`src/scr_pkg.sv`:
```
`default_nettype none
package scr_pkg;
   localparam int          AW         = 8;
   localparam int          DW         = 16;
   localparam int          TW         = 12;
   localparam int          CW         = 22;
   localparam int          HAM_P      = 5;
   localparam int          CW_H       = 21;
   localparam logic [7:0]  A_CONF0    = 8'h03;
   localparam logic [7:0]  A_CONF1    = 8'h04;
   localparam logic [7:0]  A_OSC      = 8'h05;
   localparam logic [7:0]  A_BGO      = 8'h06;
   localparam logic [7:0]  A_TEST     = 8'h10;
   localparam logic [7:0]  A_WP       = 8'h11;
   localparam logic [7:0]  NV_FIRST   = A_CONF0;
   localparam logic [7:0]  NV_LAST    = A_BGO;
   // Mode and unlock keys: arbitrary values
   localparam logic [15:0] TEST_KEY   = 16'h5A5A;
   localparam logic [15:0] WP_KEY     = 16'hA5A5;
   // Working copy of the output/relay word
   localparam int          C1_FATAL   = 0;
   localparam int          C1_REFSTOP = 1;
   localparam int          C1_BATT    = 2;
   localparam int          C1_ADCREF  = 3;
   localparam int          C1_THRSRC  = 4;
   localparam int          C1_CMPSRC  = 5;
   localparam int          C1_CMPPOL  = 6;
   localparam int          C1_BYPASS  = 7;
   localparam int          C1_RELSRC  = 8;
   localparam int          C1_RELPOL  = 9;
   localparam int          C1_MEMWE   = 10;
   localparam int          C1_TEST    = 11;
   localparam logic [15:0] C1_RESET   = 16'h0004;
   localparam logic [15:0] C1_NV_MASK = 16'h03FE;
   localparam logic [15:0] C1_WR_MASK = 16'h03FA;
   localparam logic [15:0] C1_BT_MASK = 16'h0004;
   // Pin function and linearisation word
   localparam int          C0_OBJ     = 0;
   localparam int          C0_AMB     = 2;
   localparam int          C0_CURVP   = 4;
   localparam int          C0_CURVN   = 5;
   localparam int          C0_NTC     = 6;
   localparam int          C0_OSI     = 7;
   localparam logic [15:0] C0_MASK    = 16'h07FF;
   // Offset calibration interval weights, seconds
   localparam logic [7:0]  OSI_S0     = 8'h02;
   localparam logic [7:0]  OSI_S1     = 8'h11;
   localparam logic [7:0]  OSI_S2     = 8'h43;
   localparam logic [7:0]  OSI_S3     = 8'h86;
   localparam int unsigned CLK_NS     = 25;
   localparam int unsigned SEC_NS     = 1_000_000_000;
   localparam int unsigned CYC_PER_SEC = SEC_NS / CLK_NS;
endpackage
`default_nettype wire

```
`src/scr_config_regs.sv`:
```
`timescale 1ns/1ps
`default_nettype none
module scr_config_regs #(
   parameter int unsigned CYC_PER_SEC = scr_pkg::CYC_PER_SEC
) (
   input  wire logic        clk,
   input  wire logic        rst_n,
   input  wire logic [7:0]  regAddr,
   input  wire logic [15:0] regWrData,
   input  wire logic        regWr,
   input  wire logic        regRd,
   input  wire logic        regNv,
   output logic             regBusy,
   output logic [15:0]      regRdData,
   output logic             regRdValid,
   output logic [7:0]       nvmAddr,
   output logic             nvmRdEn,
   output logic             nvmWrEn,
   output logic [21:0]      nvmWrData,
   input  wire logic [21:0] nvmRdData,
   input  wire logic        converterRegulatorOn,
   input  wire logic [11:0] objTemp,
   input  wire logic [11:0] ambTemp,
   input  wire logic [11:0] compThreshold,
   input  wire logic [11:0] relayThrNvm,
   input  wire logic [11:0] relayThrPin,
   output logic             convRefDriveEn,
   output logic             convRefPinInput,
   output logic             batteryRegulatorOn,
   output logic             adcRefInternal,
   output logic             relayThrFromPin,
   output logic             tempChainBypass,
   output logic             memWriteEnabledFlag,
   output logic             testModeFlag,
   output logic             fatalErrorFlag,
   output logic [3:0]       objPinSel,
   output logic [3:0]       ambPinSel,
   output logic             thermistorNtc,
   output logic             curvatureNegative,
   output logic             offsetCalStart,
   output logic             outputComparator,
   output logic             outputRelay,
   output logic [15:0]      oscillator_control,
   output logic [15:0]      refTrim
);
   typedef enum logic [2:0] {SLOAD, SLOADCAP, SIDLE, SNVRD, SNVCAP, SNVWR} scr_state_t;

   function automatic logic [21:0] hamEnc(input logic [15:0] d);
      logic [21:0] c;
      int          j;
      c = '0;
      j = 0;
      for (int p = 1; p <= scr_pkg::CW_H; p++) begin
         if ((p & (p - 1)) != 0) begin
            c[p-1] = d[j];
            j++;
         end
      end
      for (int k = 0; k < scr_pkg::HAM_P; k++) begin
         for (int p = 1; p <= scr_pkg::CW_H; p++) begin
            if ((p & (1 << k)) != 0) c[(1<<k)-1] = c[(1<<k)-1] ^ c[p-1];
         end
      end
      c[scr_pkg::CW-1] = ^c[scr_pkg::CW_H-1:0];
      return c;
   endfunction

   // Returns {double error, corrected data}
   function automatic logic [16:0] hamDec(input logic [21:0] cw);
      logic [21:0] c;
      logic [4:0]  syn;
      logic [15:0] d;
      logic        par;
      int          j;
      c   = cw;
      syn = 5'h00;
      d   = 16'h0000;
      j   = 0;
      par = ^cw;
      for (int p = 1; p <= scr_pkg::CW_H; p++) begin
         if (c[p-1]) syn = syn ^ 5'(p);
      end
      if (par && syn != 5'h00 && int'(syn) <= scr_pkg::CW_H) c[syn-5'h01] = ~c[syn-5'h01];
      for (int p = 1; p <= scr_pkg::CW_H; p++) begin
         if ((p & (p - 1)) != 0) begin
            d[j] = c[p-1];
            j++;
         end
      end
      return {(!par && syn != 5'h00), d};
   endfunction

   function automatic logic [3:0] pinSel(input logic [1:0] f);
      return 4'h1 << f;
   endfunction

   function automatic logic cmpOut(input logic [11:0] t, input logic [11:0] th,
                                   input logic nonInv);
      return nonInv ? (t > th) : !(t > th);
   endfunction

   logic        rstMeta_n;
   logic        rstSync_n;
   scr_state_t  state_q;
   scr_state_t  state_d;
   logic [7:0]  addr_q;
   logic [7:0]  addr_d;
   logic [15:0] conf0_q;
   logic [15:0] conf0_d;
   logic [15:0] conf1_q;
   logic [15:0] conf1_d;
   logic [15:0] osc_q;
   logic [15:0] osc_d;
   logic [15:0] bgo_q;
   logic [15:0] bgo_d;
   logic        fatal_q;
   logic        fatal_d;
   logic        memWe_q;
   logic        memWe_d;
   logic        test_q;
   logic        test_d;
   logic [15:0] rdData_q;
   logic [15:0] rdData_d;
   logic        rdValid_q;
   logic        rdValid_d;
   logic [21:0] wrCw_q;
   logic [21:0] wrCw_d;
   logic        cmp_q;
   logic        cmp_d;
   logic        rel_q;
   logic        rel_d;
   logic [16:0] dec;
   logic        dbl;
   logic        nvOk;
   logic        fatalSet;
   logic [15:0] rdWord;
   logic [11:0] relThr;

   always_ff @(posedge clk or negedge rst_n) begin
      if (!rst_n) begin
         rstMeta_n <= 1'b0;
         rstSync_n <= 1'b0;
      end else begin
         rstMeta_n <= 1'b1;
         rstSync_n <= rstMeta_n;
      end
   end

   assign dec = hamDec(nvmRdData);
   assign dbl = dec[16];
   // Oscillator and trim words also need test mode for an NV write
   assign nvOk = memWe_q && ((addr_q != scr_pkg::A_OSC && addr_q != scr_pkg::A_BGO) || test_q);

   always_comb begin
      rdWord = 16'h0000;
      unique case (regAddr)
         scr_pkg::A_CONF0: rdWord = conf0_q;
         scr_pkg::A_CONF1: begin
            rdWord = conf1_q;
            rdWord[scr_pkg::C1_FATAL] = fatal_q;
            rdWord[scr_pkg::C1_MEMWE] = memWe_q;
            rdWord[scr_pkg::C1_TEST]  = test_q;
         end
         default: rdWord = 16'h0000;
      endcase
   end

   always_comb begin
      state_d   = state_q;
      addr_d    = addr_q;
      conf0_d   = conf0_q;
      conf1_d   = conf1_q;
      osc_d     = osc_q;
      bgo_d     = bgo_q;
      fatal_d   = fatal_q;
      memWe_d   = memWe_q;
      test_d    = test_q;
      rdData_d  = rdData_q;
      rdValid_d = 1'b0;
      wrCw_d    = wrCw_q;
      fatalSet  = 1'b0;
      unique case (state_q)
         SLOAD: state_d = SLOADCAP;
         SLOADCAP: begin
            // A word with a multi-bit failure is not loaded
            if (dbl) begin
               fatalSet = 1'b1;
            end else begin
               unique case (addr_q)
                  scr_pkg::A_CONF0: conf0_d = dec[15:0] & scr_pkg::C0_MASK;
                  scr_pkg::A_CONF1: conf1_d = dec[15:0] & scr_pkg::C1_NV_MASK;
                  scr_pkg::A_OSC:   osc_d   = dec[15:0];
                  default:          bgo_d   = dec[15:0];
               endcase
            end
            if (addr_q == scr_pkg::NV_LAST) begin
               state_d = SIDLE;
            end else begin
               addr_d  = addr_q + 8'h01;
               state_d = SLOAD;
            end
         end
         SIDLE: begin
            if (regRd && regNv) begin
               addr_d  = regAddr;
               state_d = SNVRD;
            end else if (regRd) begin
               rdData_d  = rdWord;
               rdValid_d = 1'b1;
            end else if (regWr && regNv) begin
               addr_d  = regAddr;
               wrCw_d  = hamEnc(regWrData);
               state_d = SNVWR;
            end else if (regWr) begin
               unique case (regAddr)
                  scr_pkg::A_TEST: test_d  = (regWrData == scr_pkg::TEST_KEY);
                  scr_pkg::A_WP:   memWe_d = (regWrData == scr_pkg::WP_KEY);
                  scr_pkg::A_CONF0: if (test_q) conf0_d = regWrData & scr_pkg::C0_MASK;
                  scr_pkg::A_CONF1: if (test_q) begin
                     conf1_d = (regWrData & scr_pkg::C1_WR_MASK) |
                               (conf1_q & scr_pkg::C1_BT_MASK);
                  end
                  scr_pkg::A_OSC: if (test_q) osc_d = regWrData;
                  scr_pkg::A_BGO: if (test_q) bgo_d = regWrData;
                  default: ;
               endcase
            end
         end
         SNVRD: state_d = SNVCAP;
         SNVCAP: begin
            rdData_d  = dec[15:0];
            rdValid_d = 1'b1;
            fatalSet  = dbl;
            state_d   = SIDLE;
         end
         SNVWR: state_d = SIDLE;
         default: state_d = SIDLE;
      endcase
      if (test_q && !test_d && memWe_q) fatal_d = 1'b0;
      if (fatalSet) fatal_d = 1'b1;
   end

   // Address and write data latched so the NV cycle sees stable values
   always_ff @(posedge clk or negedge rstSync_n) begin
      if (!rstSync_n) begin
         state_q   <= SLOAD;
         addr_q    <= scr_pkg::NV_FIRST;
         conf0_q   <= 16'h0000;
         conf1_q   <= scr_pkg::C1_RESET;
         osc_q     <= 16'h0000;
         bgo_q     <= 16'h0000;
         fatal_q   <= 1'b0;
         memWe_q   <= 1'b0;
         test_q    <= 1'b0;
         rdData_q  <= 16'h0000;
         rdValid_q <= 1'b0;
         wrCw_q    <= 22'h000000;
      end else begin
         state_q   <= state_d;
         addr_q    <= addr_d;
         conf0_q   <= conf0_d;
         conf1_q   <= conf1_d;
         osc_q     <= osc_d;
         bgo_q     <= bgo_d;
         fatal_q   <= fatal_d;
         memWe_q   <= memWe_d;
         test_q    <= test_d;
         rdData_q  <= rdData_d;
         rdValid_q <= rdValid_d;
         wrCw_q    <= wrCw_d;
      end
   end

   assign relThr = conf1_q[scr_pkg::C1_THRSRC] ? relayThrPin : relayThrNvm;

   always_comb begin
      cmp_d = cmpOut(conf1_q[scr_pkg::C1_CMPSRC] ? ambTemp : objTemp,
                     compThreshold, conf1_q[scr_pkg::C1_CMPPOL]);
      rel_d = cmpOut(conf1_q[scr_pkg::C1_RELSRC] ? ambTemp : objTemp,
                     relThr, conf1_q[scr_pkg::C1_RELPOL]);
   end

   always_ff @(posedge clk or negedge rstSync_n) begin
      if (!rstSync_n) begin
         cmp_q <= 1'b0;
         rel_q <= 1'b0;
      end else begin
         cmp_q <= cmp_d;
         rel_q <= rel_d;
      end
   end

   scr_cal_timer #(
      .CYC_PER_SEC (CYC_PER_SEC)
   ) u_timer (
      .clk       (clk),
      .rstSync_n (rstSync_n),
      .interval  (conf0_q[scr_pkg::C0_OSI +: 4]),
      .calStart  (offsetCalStart)
   );

   assign regBusy             = (state_q != SIDLE);
   assign regRdData           = rdData_q;
   assign regRdValid          = rdValid_q;
   assign nvmAddr             = addr_q;
   assign nvmRdEn             = (state_q == SLOAD) || (state_q == SNVRD);
   assign nvmWrEn             = (state_q == SNVWR) && nvOk;
   assign nvmWrData           = wrCw_q;
   // Reference pin is an input whenever the driver is stopped or unpowered
   assign convRefPinInput     = conf1_q[scr_pkg::C1_REFSTOP] || !converterRegulatorOn;
   assign convRefDriveEn      = !convRefPinInput;
   assign batteryRegulatorOn  = conf1_q[scr_pkg::C1_BATT];
   assign adcRefInternal      = conf1_q[scr_pkg::C1_ADCREF];
   assign relayThrFromPin     = conf1_q[scr_pkg::C1_THRSRC];
   assign tempChainBypass     = conf1_q[scr_pkg::C1_BYPASS];
   assign memWriteEnabledFlag = memWe_q;
   assign testModeFlag        = test_q;
   assign fatalErrorFlag      = fatal_q;
   assign objPinSel           = pinSel(conf0_q[scr_pkg::C0_OBJ +: 2]);
   assign ambPinSel           = pinSel(conf0_q[scr_pkg::C0_AMB +: 2]);
   assign thermistorNtc       = conf0_q[scr_pkg::C0_NTC];
   assign curvatureNegative   = conf0_q[scr_pkg::C0_NTC] ? conf0_q[scr_pkg::C0_CURVN]
                                                        : conf0_q[scr_pkg::C0_CURVP];
   assign outputComparator    = cmp_q;
   assign outputRelay         = rel_q;
   assign oscillator_control             = osc_q;
   assign refTrim             = bgo_q;
endmodule
`default_nettype wire

```
`src/scr_cal_timer.sv`:
```
`timescale 1ns/1ps
`default_nettype none
module scr_cal_timer #(
   parameter int unsigned CYC_PER_SEC = scr_pkg::CYC_PER_SEC
) (
   input  wire logic       clk,
   input  wire logic       rstSync_n,
   input  wire logic [3:0] interval,
   output logic            calStart
);
   localparam int PW = $clog2(CYC_PER_SEC);

   logic [PW-1:0] pre_q;
   logic [PW-1:0] pre_d;
   logic [7:0]    sec_q;
   logic [7:0]    sec_d;
   logic [3:0]    ivl_q;
   logic [3:0]    ivl_d;
   logic          start_q;
   logic          start_d;
   logic [7:0]    target;

   always_comb begin
      target = 8'h00;
      if (interval[0]) target = target + scr_pkg::OSI_S0;
      if (interval[1]) target = target + scr_pkg::OSI_S1;
      if (interval[2]) target = target + scr_pkg::OSI_S2;
      if (interval[3]) target = target + scr_pkg::OSI_S3;
      pre_d   = pre_q;
      sec_d   = sec_q;
      ivl_d   = interval;
      start_d = 1'b0;
      // A changed interval restarts timing; zero holds the counters so no start is ever issued
      if (interval != ivl_q || target == 8'h00) begin
         pre_d = '0;
         sec_d = 8'h00;
      end else if (pre_q == PW'(CYC_PER_SEC - 1)) begin
         pre_d = '0;
         if (sec_q == target - 8'h01) begin
            sec_d   = 8'h00;
            start_d = 1'b1;
         end else begin
            sec_d = sec_q + 8'h01;
         end
      end else begin
         pre_d = pre_q + PW'(1);
      end
   end

   always_ff @(posedge clk or negedge rstSync_n) begin
      if (!rstSync_n) begin
         pre_q   <= '0;
         sec_q   <= 8'h00;
         ivl_q   <= 4'h0;
         start_q <= 1'b0;
      end else begin
         pre_q   <= pre_d;
         sec_q   <= sec_d;
         ivl_q   <= ivl_d;
         start_q <= start_d;
      end
   end

   assign calStart = start_q;
endmodule
`default_nettype wire

```
`config.mk`:
```
export PLATFORM = sky130hd
export DESIGN_NAME = scr_config_regs
export DESIGN_NICKNAME = d
export VERILOG_FILES = /design/src/scr_pkg.sv /design/src/scr_config_regs.sv /design/src/scr_cal_timer.sv
export SDC_FILE = /design/constraint.sdc
export NUM_CORES = 1
export LEC_CHECK = 0
export ABC_AREA = 1
export CAP_MARGIN = 20
export CORE_MARGIN = 1
export CORE_UTILIZATION = 60
export DETAILED_ROUTE_END_ITERATION = 8
export DONT_BUFFER_PORTS = 1
export PLACE_DENSITY = 0.82
export SLEW_MARGIN = 20
export SYNTH_ARGS = -nofsm -noshare
export SYNTH_HDL_FRONTEND = slang
export SYNTH_SLANG_ARGS = --single-unit
```
`constraint.sdc`:
```
create_clock -name clk -period 6.79 [get_ports clk]
set_input_delay 1.6975 -clock clk [delete_from_list [all_inputs] [get_ports clk]]
set_output_delay 1.6975 -clock clk [all_outputs]
set_load 0.03 [all_outputs]
```
* After elaboration in Yosys (flattened, before gate mapping)
Index checks and enable logic that the tools add are counted.
W data, S select, Z words.
** Cells by class
- Shift-type cells :: 2
- $lt $le $gt $ge :: 20
- Eq/ne operators :: 41
- Bitwise operators :: 64
- Multiplexer cells :: 436
- Reduce and logical (&&, ||, !) cells :: 40
- Add/sub/neg operators :: 22
** Operator list (count)
- $mux W32 :: 60
- $mux W16 :: 33
- $lt A32 B6 Y1 const B :: 15
- $add A32 B2 Y32 const B :: 14
- $mux W1 :: 274
- $pmux W16 S2 :: 6
- $mux W8 :: 10
- $bmux W1 S4 :: 15
- $mux W26 :: 2
- $eq A8 B3 Y1 const B :: 6
- $xor A1 B1 Y1 :: 39
- $mux W12 :: 3
- $reduce_and A9 Y1 :: 4
- $mux W4 :: 8
- $mux W5 :: 6
- $add A26 B1 Y26 const B :: 1
- $eq A26 B26 Y1 const B :: 1
- $gt A12 B12 Y1 :: 2
- $ne A2 B2 Y1 const B :: 12
- $bwmux W22 :: 1
- $reduce_xor A22 Y1 :: 1
- $mux W21 :: 1
- $mux W3 :: 7
- $reduce_xor A21 Y1 :: 1
- other kinds (47) :: 103
** Word-level totals
- Output and inout port bits :: 104
- Input bits :: 112
- Bits in registers :: 160

* Longest topological paths before layout
- Depth after elaboration :: 88
- Depth in mapped cells :: 27
- Mapped depth without buffers :: 24

* Hierarchy
A second synthesis with hierarchy kept.
** Second synthesis, totals
- Cell total of the unflattened synthesis :: 1538
- Area total of the unflattened synthesis :: 10780.3 um^2
** By module, submodules not included
- scr_config_regs :: cells an instance 1207, area an instance 8214.1 um^2, instances 1
- scr_cal_timer :: cells an instance 331, area an instance 2566.2 um^2, instances 1

* Worst setup path before layout
No wires, ideal clock.
- Path type :: reg-to-output
- From :: register addr_q[0], in the netlist nvmAddr[0]
- To :: output port nvmWrEn
- Slack :: 2.442 ns
- Arrival :: 2.651 ns
- Data required time :: 5.092 ns
- Cell stages (with the launch flop) :: 6
- Buffers on the path :: 0
- Path through :: dfstp_2 inv_1 ha_1 nand3_1 nand2_1 a2111oi_0
** Between the ends
- Longest elaborated chain between the ends :: 5
** Ends and longest elaborated chain
- start: declaration :: RTL line scr_config_regs.sv:106 : logic [7:0] addr_q;
- start signal: assignment :: RTL line scr_config_regs.sv:247 : addr_q <= scr_pkg::NV_FIRST;
- start signal: assignment :: RTL line scr_config_regs.sv:260 : addr_q <= addr_d;
- $ne A8 B3 Y1 :: RTL line scr_config_regs.sv:152 : assign nvOk = memWe_q && ((addr_q != scr_pkg::A_OSC && addr_q != scr_pkg::A_BGO) || test_q);
- $logic_and A1 B1 Y1 * :: RTL line scr_config_regs.sv:152
- $logic_or A1 B1 Y1 * :: RTL line scr_config_regs.sv:152
- $logic_and A1 B1 Y1 * :: RTL line scr_config_regs.sv:152
- $logic_and A1 B1 Y1 * :: RTL line scr_config_regs.sv:307 : assign nvmWrEn = (state_q == SNVWR) && nvOk;
- end: declaration :: RTL line scr_config_regs.sv:18 : output logic nvmWrEn,
Mark *: on every way between the ends. The rest lies on a longest branch, timed or not.

* Worst setup path after layout
- From :: input port nvmRdData[14]
- To :: register osc_q[11], in the netlist oscillator_control[11]
** Between the ends
- Longest elaborated chain between the ends :: 20
** Ends and longest elaborated chain
- start: declaration :: RTL line scr_config_regs.sv:20 : input wire logic [21:0] nvmRdData,
- $mux W4 :: RTL line scr_config_regs.sv:81 : if (c[p-1]) syn = syn ^ 5'(p);
- $mux W5 :: RTL line scr_config_regs.sv:81
- $not A2 Y2 (no line)
- $mux W5 (2 in a row) :: RTL line scr_config_regs.sv:81
- $not A3 Y3 (no line)
- $mux W5 (2 in a row) :: RTL line scr_config_regs.sv:81
- $not A3 Y3 (no line)
- $mux W5 :: RTL line scr_config_regs.sv:81
- [... 2 more ...]
- $logic_and A1 B1 Y1 (not written as such) :: RTL line scr_config_regs.sv:83 : if (par && syn != 5'h00 && int'(syn) <= scr_pkg::CW_H) c[syn-5'h01] = ~c[syn-5'h01];
- $mux W1 (not written as such) :: RTL line scr_config_regs.sv:83
- $demux W1 S5 :: RTL line scr_config_regs.sv:83
- $bwmux W22 :: RTL line scr_config_regs.sv:83
- $mux W21 :: RTL line scr_config_regs.sv:83
- $mux W16 :: RTL line scr_config_regs.sv:189 : unique case (addr_q)
- $mux W16 :: RTL line scr_config_regs.sv:186 : if (dbl) begin
- $pmux W16 S2 :: RTL line scr_config_regs.sv:182 : unique case (state_q)
- end signal: assignment :: RTL line scr_config_regs.sv:263 : osc_q <= osc_d;
- end: declaration :: RTL line scr_config_regs.sv:112 : logic [15:0] osc_q;
Several ways; a longest one is shown, not always the timed one. The select of a mux whose other input is x is not followed.
A chain may end at the register's enable or synchronous reset.

==> impl_metrics.json <==
{
  "worst_path_most_repeated_cell": "nand2_1",
  "grt_use_total_pct": 33.45,
  "combPwrFrac_pct": 40.0,
  "utilization_pct": 66.57,
  "n_fill_cell": 1440,
  "postCtsSetupRepairBufs": 0,
  "end_kind": "flop",
  "async_flop_share_pct": 100.0,
  "hpwl_um": 22120,
  "ys.flop_type": "dfrtp_1",
  "yosysSeqAreaShare_pct": 35.99,
  "ios": 216,
  "worstPathArrival_ps": 4800,
  "drc": 0,
  "final_cells": 1684,
  "slew_viol_final": 0,
  "antenna_found_initial": 0,
  "clk_pin_slew_worst_paths_ps": 60,
  "vias": 9716,
  "setup.worst_path.class": "primary input to flop",
  "fmax_ghz": 0.2251,
  "initial_core_util_pct": 61.67,
  "cts_hold_buf": 0,
  "cts_tree": "yes",
  "cap_violations": 0,
  "fin_nets": 1611,
  "grt_first_pass_wirelength_um": 46370,
  "gr-total-overflow": 0,
  "dp.cells": 1653,
  "viasPerCell": 5.770,
  "worstSkewPairLatency_ps": 420,
  "top_layer": "met4",
  "cts_buffers": 17,
  "synth.distinct_cells": 53,
  "avgSynthCellArea_um2": 7.026,
  "slowest_delay_ps": 480,
  "synth_edf_count": 0,
  "tightest_slew_ps": 1054,
  "p_sw_share_pct": 50.28,
  "rsz0062_at_grt": "false",
  "mostFrequentLayoutCell": "nand2_1",
  "wl_met2_um": 13710,
  "crit_slowest_cell": "o21ai_0",
  "wl_met3_um": 2254,
  "post_drt_wl_per_cell_um": 17.15,
  "grt_max_degree": 84,
  "clockPowerShare_pct": 19.9,
  "p_total_mw": 5.027,
  "maxSlewHeadroom_pct": 29.74,
  "core_um2": 16700,
  "row_count": 47,
  "cp.required_ps": 7150,
  "power.internal_mw": 2.500,
  "critPathTopFamily": "simple AND/OR/NAND/NOR gates",
  "critPathBufInv": 2,
  "wl_um": 28880,
  "final_layout_size_suffix_gt1_share_pct": 4.167,
  "clock_path_buffers": 2,
  "fin_skew_ps": 7.100,
  "layout_common_cells": "nand2_1, inv_1, dfrtp_1",
  "startpoint_type": "primary input",
  "seq_area_um2": 3711,
  "p_leak_nw": 5.527,
  "fin_crit_sh_pct": 65.43,
  "routabilityCongestion": 0.9531,
  "setup_viol": 0,
  "status": "finished, final reports clean",
  "path_max_fanout": 11,
  "synth_area_um2": 10300,
  "power.density_nw_per_um2": 452.2,
  "clock-sinks": 148,
  "htreeDepth": 4,
  "first_global_vias": 9396,
  "port_buffers": 0,
  "period_needed_ps": 4443,
  "cts-root-buf": "clkbuf_16",
  "drtIter0Drc": 693,
  "area_delta_synth_final_pct": 7.945,
  "die_x_um": 133.0,
  "die-height_um": 133.0,
  "synth_seq_cells": 148,
  "multi_input_area_um2": 5814,
  "drtPass1Iterations": 5,
  "hold_class": "flop to flop",
  "syn-instance-count": 1466,
  "p_seq_share_pct": 40.1,
  "power_switching_mw": 2.527,
  "antenna-diode-count": 0,
  "ir_drop_v": 0.0002788,
  "ys_warn_count": 0,
  "crit_chain": "inv_1 > nand2_1 > nand2_1 > nand2_1 > nand2_1 > nand2_1 > nand3_1 > nand3_1 > nand2_1 > ha_1 > inv_1 > nor3_4 > xor2_1 > nand3_1 > o21ai_0 > nand3_1 > nand2_1 > nand2_1 > nand2_1",
  "ant_nets": 0,
  "dieArea_um2": 17690,
  "wl_met1_um": 11690,
  "cts_resized": 0,
  "syn_nets": 1624,
  "hold_viol": 0,
  "fin_tns_setup_ps": 0
}
## final timing paths
| kind | from | endpoint | slack [ps] | cells past startpoint |
|---|---|---|---|---|
| hold / removal | rstMeta_n | rstSync_n | 350 | 0 |
| hold reg to reg | rstMeta_n | rstSync_n | 350 | 0 |
| min in group asynchronous | rstSync_n | oscillator_control[7] | 440 | 0 |
| setup reg to reg | conf0_q[8] | u_timer.pre_q[22] | 3390 | 14 |
| max in group asynchronous | rstSync_n | u_timer.pre_q[23] | 5130 | 1 |
| setup / recovery | nvmRdData[14] | oscillator_control[11] | 2350 | 19 |
## metal layers
layer | up-vias | global-route usage, %
met3 | 87 | 9.540
li1 | 4707 | -
met4 | 0 | 16.09
met5 | - | 0
met2 | 369 | 54.16
met1 | 4553 | 41.03
## power by group through the flow
stage	Clock, mW	Combinational, mW	Sequential (mW)
after floorplan	0	1.61	1.86
after global placement	0	1.91	2.02
after detailed placement	0	1.97	2.02
after CTS	1.01	2.00	2.01
after global routing	1.04	2.27	2.05
final	1.00	2.01	2.01
## area by class of cell
class / count / area share (%)
repair buffers: 7 / 0.5739
clock inverters: 8 / 1.339
multi-input cells: 1111 / 52.30
flip-flops and latches: 148 / 33.38
inverters: 168 / 5.672
well taps: 220 / 2.476
clock buffers: 22 / 4.265
## cells by family (layout without fill, tap and decap cells)
family / Yosys count / in the layout / synth area share, %
simple gates: 780 / 780 / 31.58
buf+inv: 207 / 205 / 7.811
compound gates: 184 / 184 / 10.11
flops: 148 / 148 / 35.99
xor+xnor: 88 / 88 / 7.702
fa+ha+maj: 46 / 46 / 5.588
mux: 12 / 12 / 1.178
other cells: 1 / 1 / 0.03641
## synthesized netlist by cell type (all sizes together), types with 3 or more instances
master / n / area share [%]
o21ai: 92 / 4.5
inv: 166 / 6.0
o32ai: 3 / 0.26
nand2: 467 / 17
nand3b: 4 / 0.29
xor2: 46 / 4.1
a221oi: 10 / 0.85
o211ai: 4 / 0.29
ha: 46 / 5.6
nand3: 123 / 6.1
a21oi: 54 / 2.6
o31ai: 3 / 0.22
clkbuf: 28 / 1.0
nand4: 16 / 0.97
dfrtp: 145 / 35
mux2i: 11 / 1.1
or2: 3 / 0.18
dfstp: 3 / 0.77
nor3b: 3 / 0.22
xnor2: 42 / 3.6
buf: 11 / 0.67
nor4: 8 / 0.49
nor3: 25 / 1.3
a211oi: 3 / 0.22
nor2: 129 / 4.8
## flip-flops by register name, indices dropped and copies added, names as in the netlist
name / cells
conf0_q: 11
state_q: 3
rstMeta_n: 1
testModeFlag: 1
outputRelay: 1
nvmAddr: 8
oscillator_control: 16
nvmWrData: 22
u_timer.pre_q: 26
conf1_q: 9
regRdValid: 1
regRdData: 16
memWriteEnabledFlag: 1
rstSync_n: 1
outputComparator: 1
fatalErrorFlag: 1
u_timer.calStart: 1
u_timer.ivl_q: 4
refTrim: 16
u_timer.sec_q: 8
## per-stage QoR
| step | hold slack (ps) | cell area, µm² | worst slack [ps] |
|---|---|---|---|
| floorplan | 331.2 | 10300 | 2366 |
| global placement | 337.1 | 10470 | 2017 |
| detailed placement | 341.8 | 10470 | 2003 |
| CTS | 354.9 | 11090 | 2421 |
| global route | 374.8 | 11120 | 1983 |
| finish | 351.0 | 11120 | 2347 |
## worst reg2reg max path: cells and delay by family (launching register included)
family	cells	cell delay, ps
buffers and inverters	4	930
adders and majority gates	2	470
DFF	1	430
and+or+nand+nor	4	620
AOI/OAI and AO/OA	3	690
xor gates and xnor gates	1	150
Power figures use the tool's default switching activity.
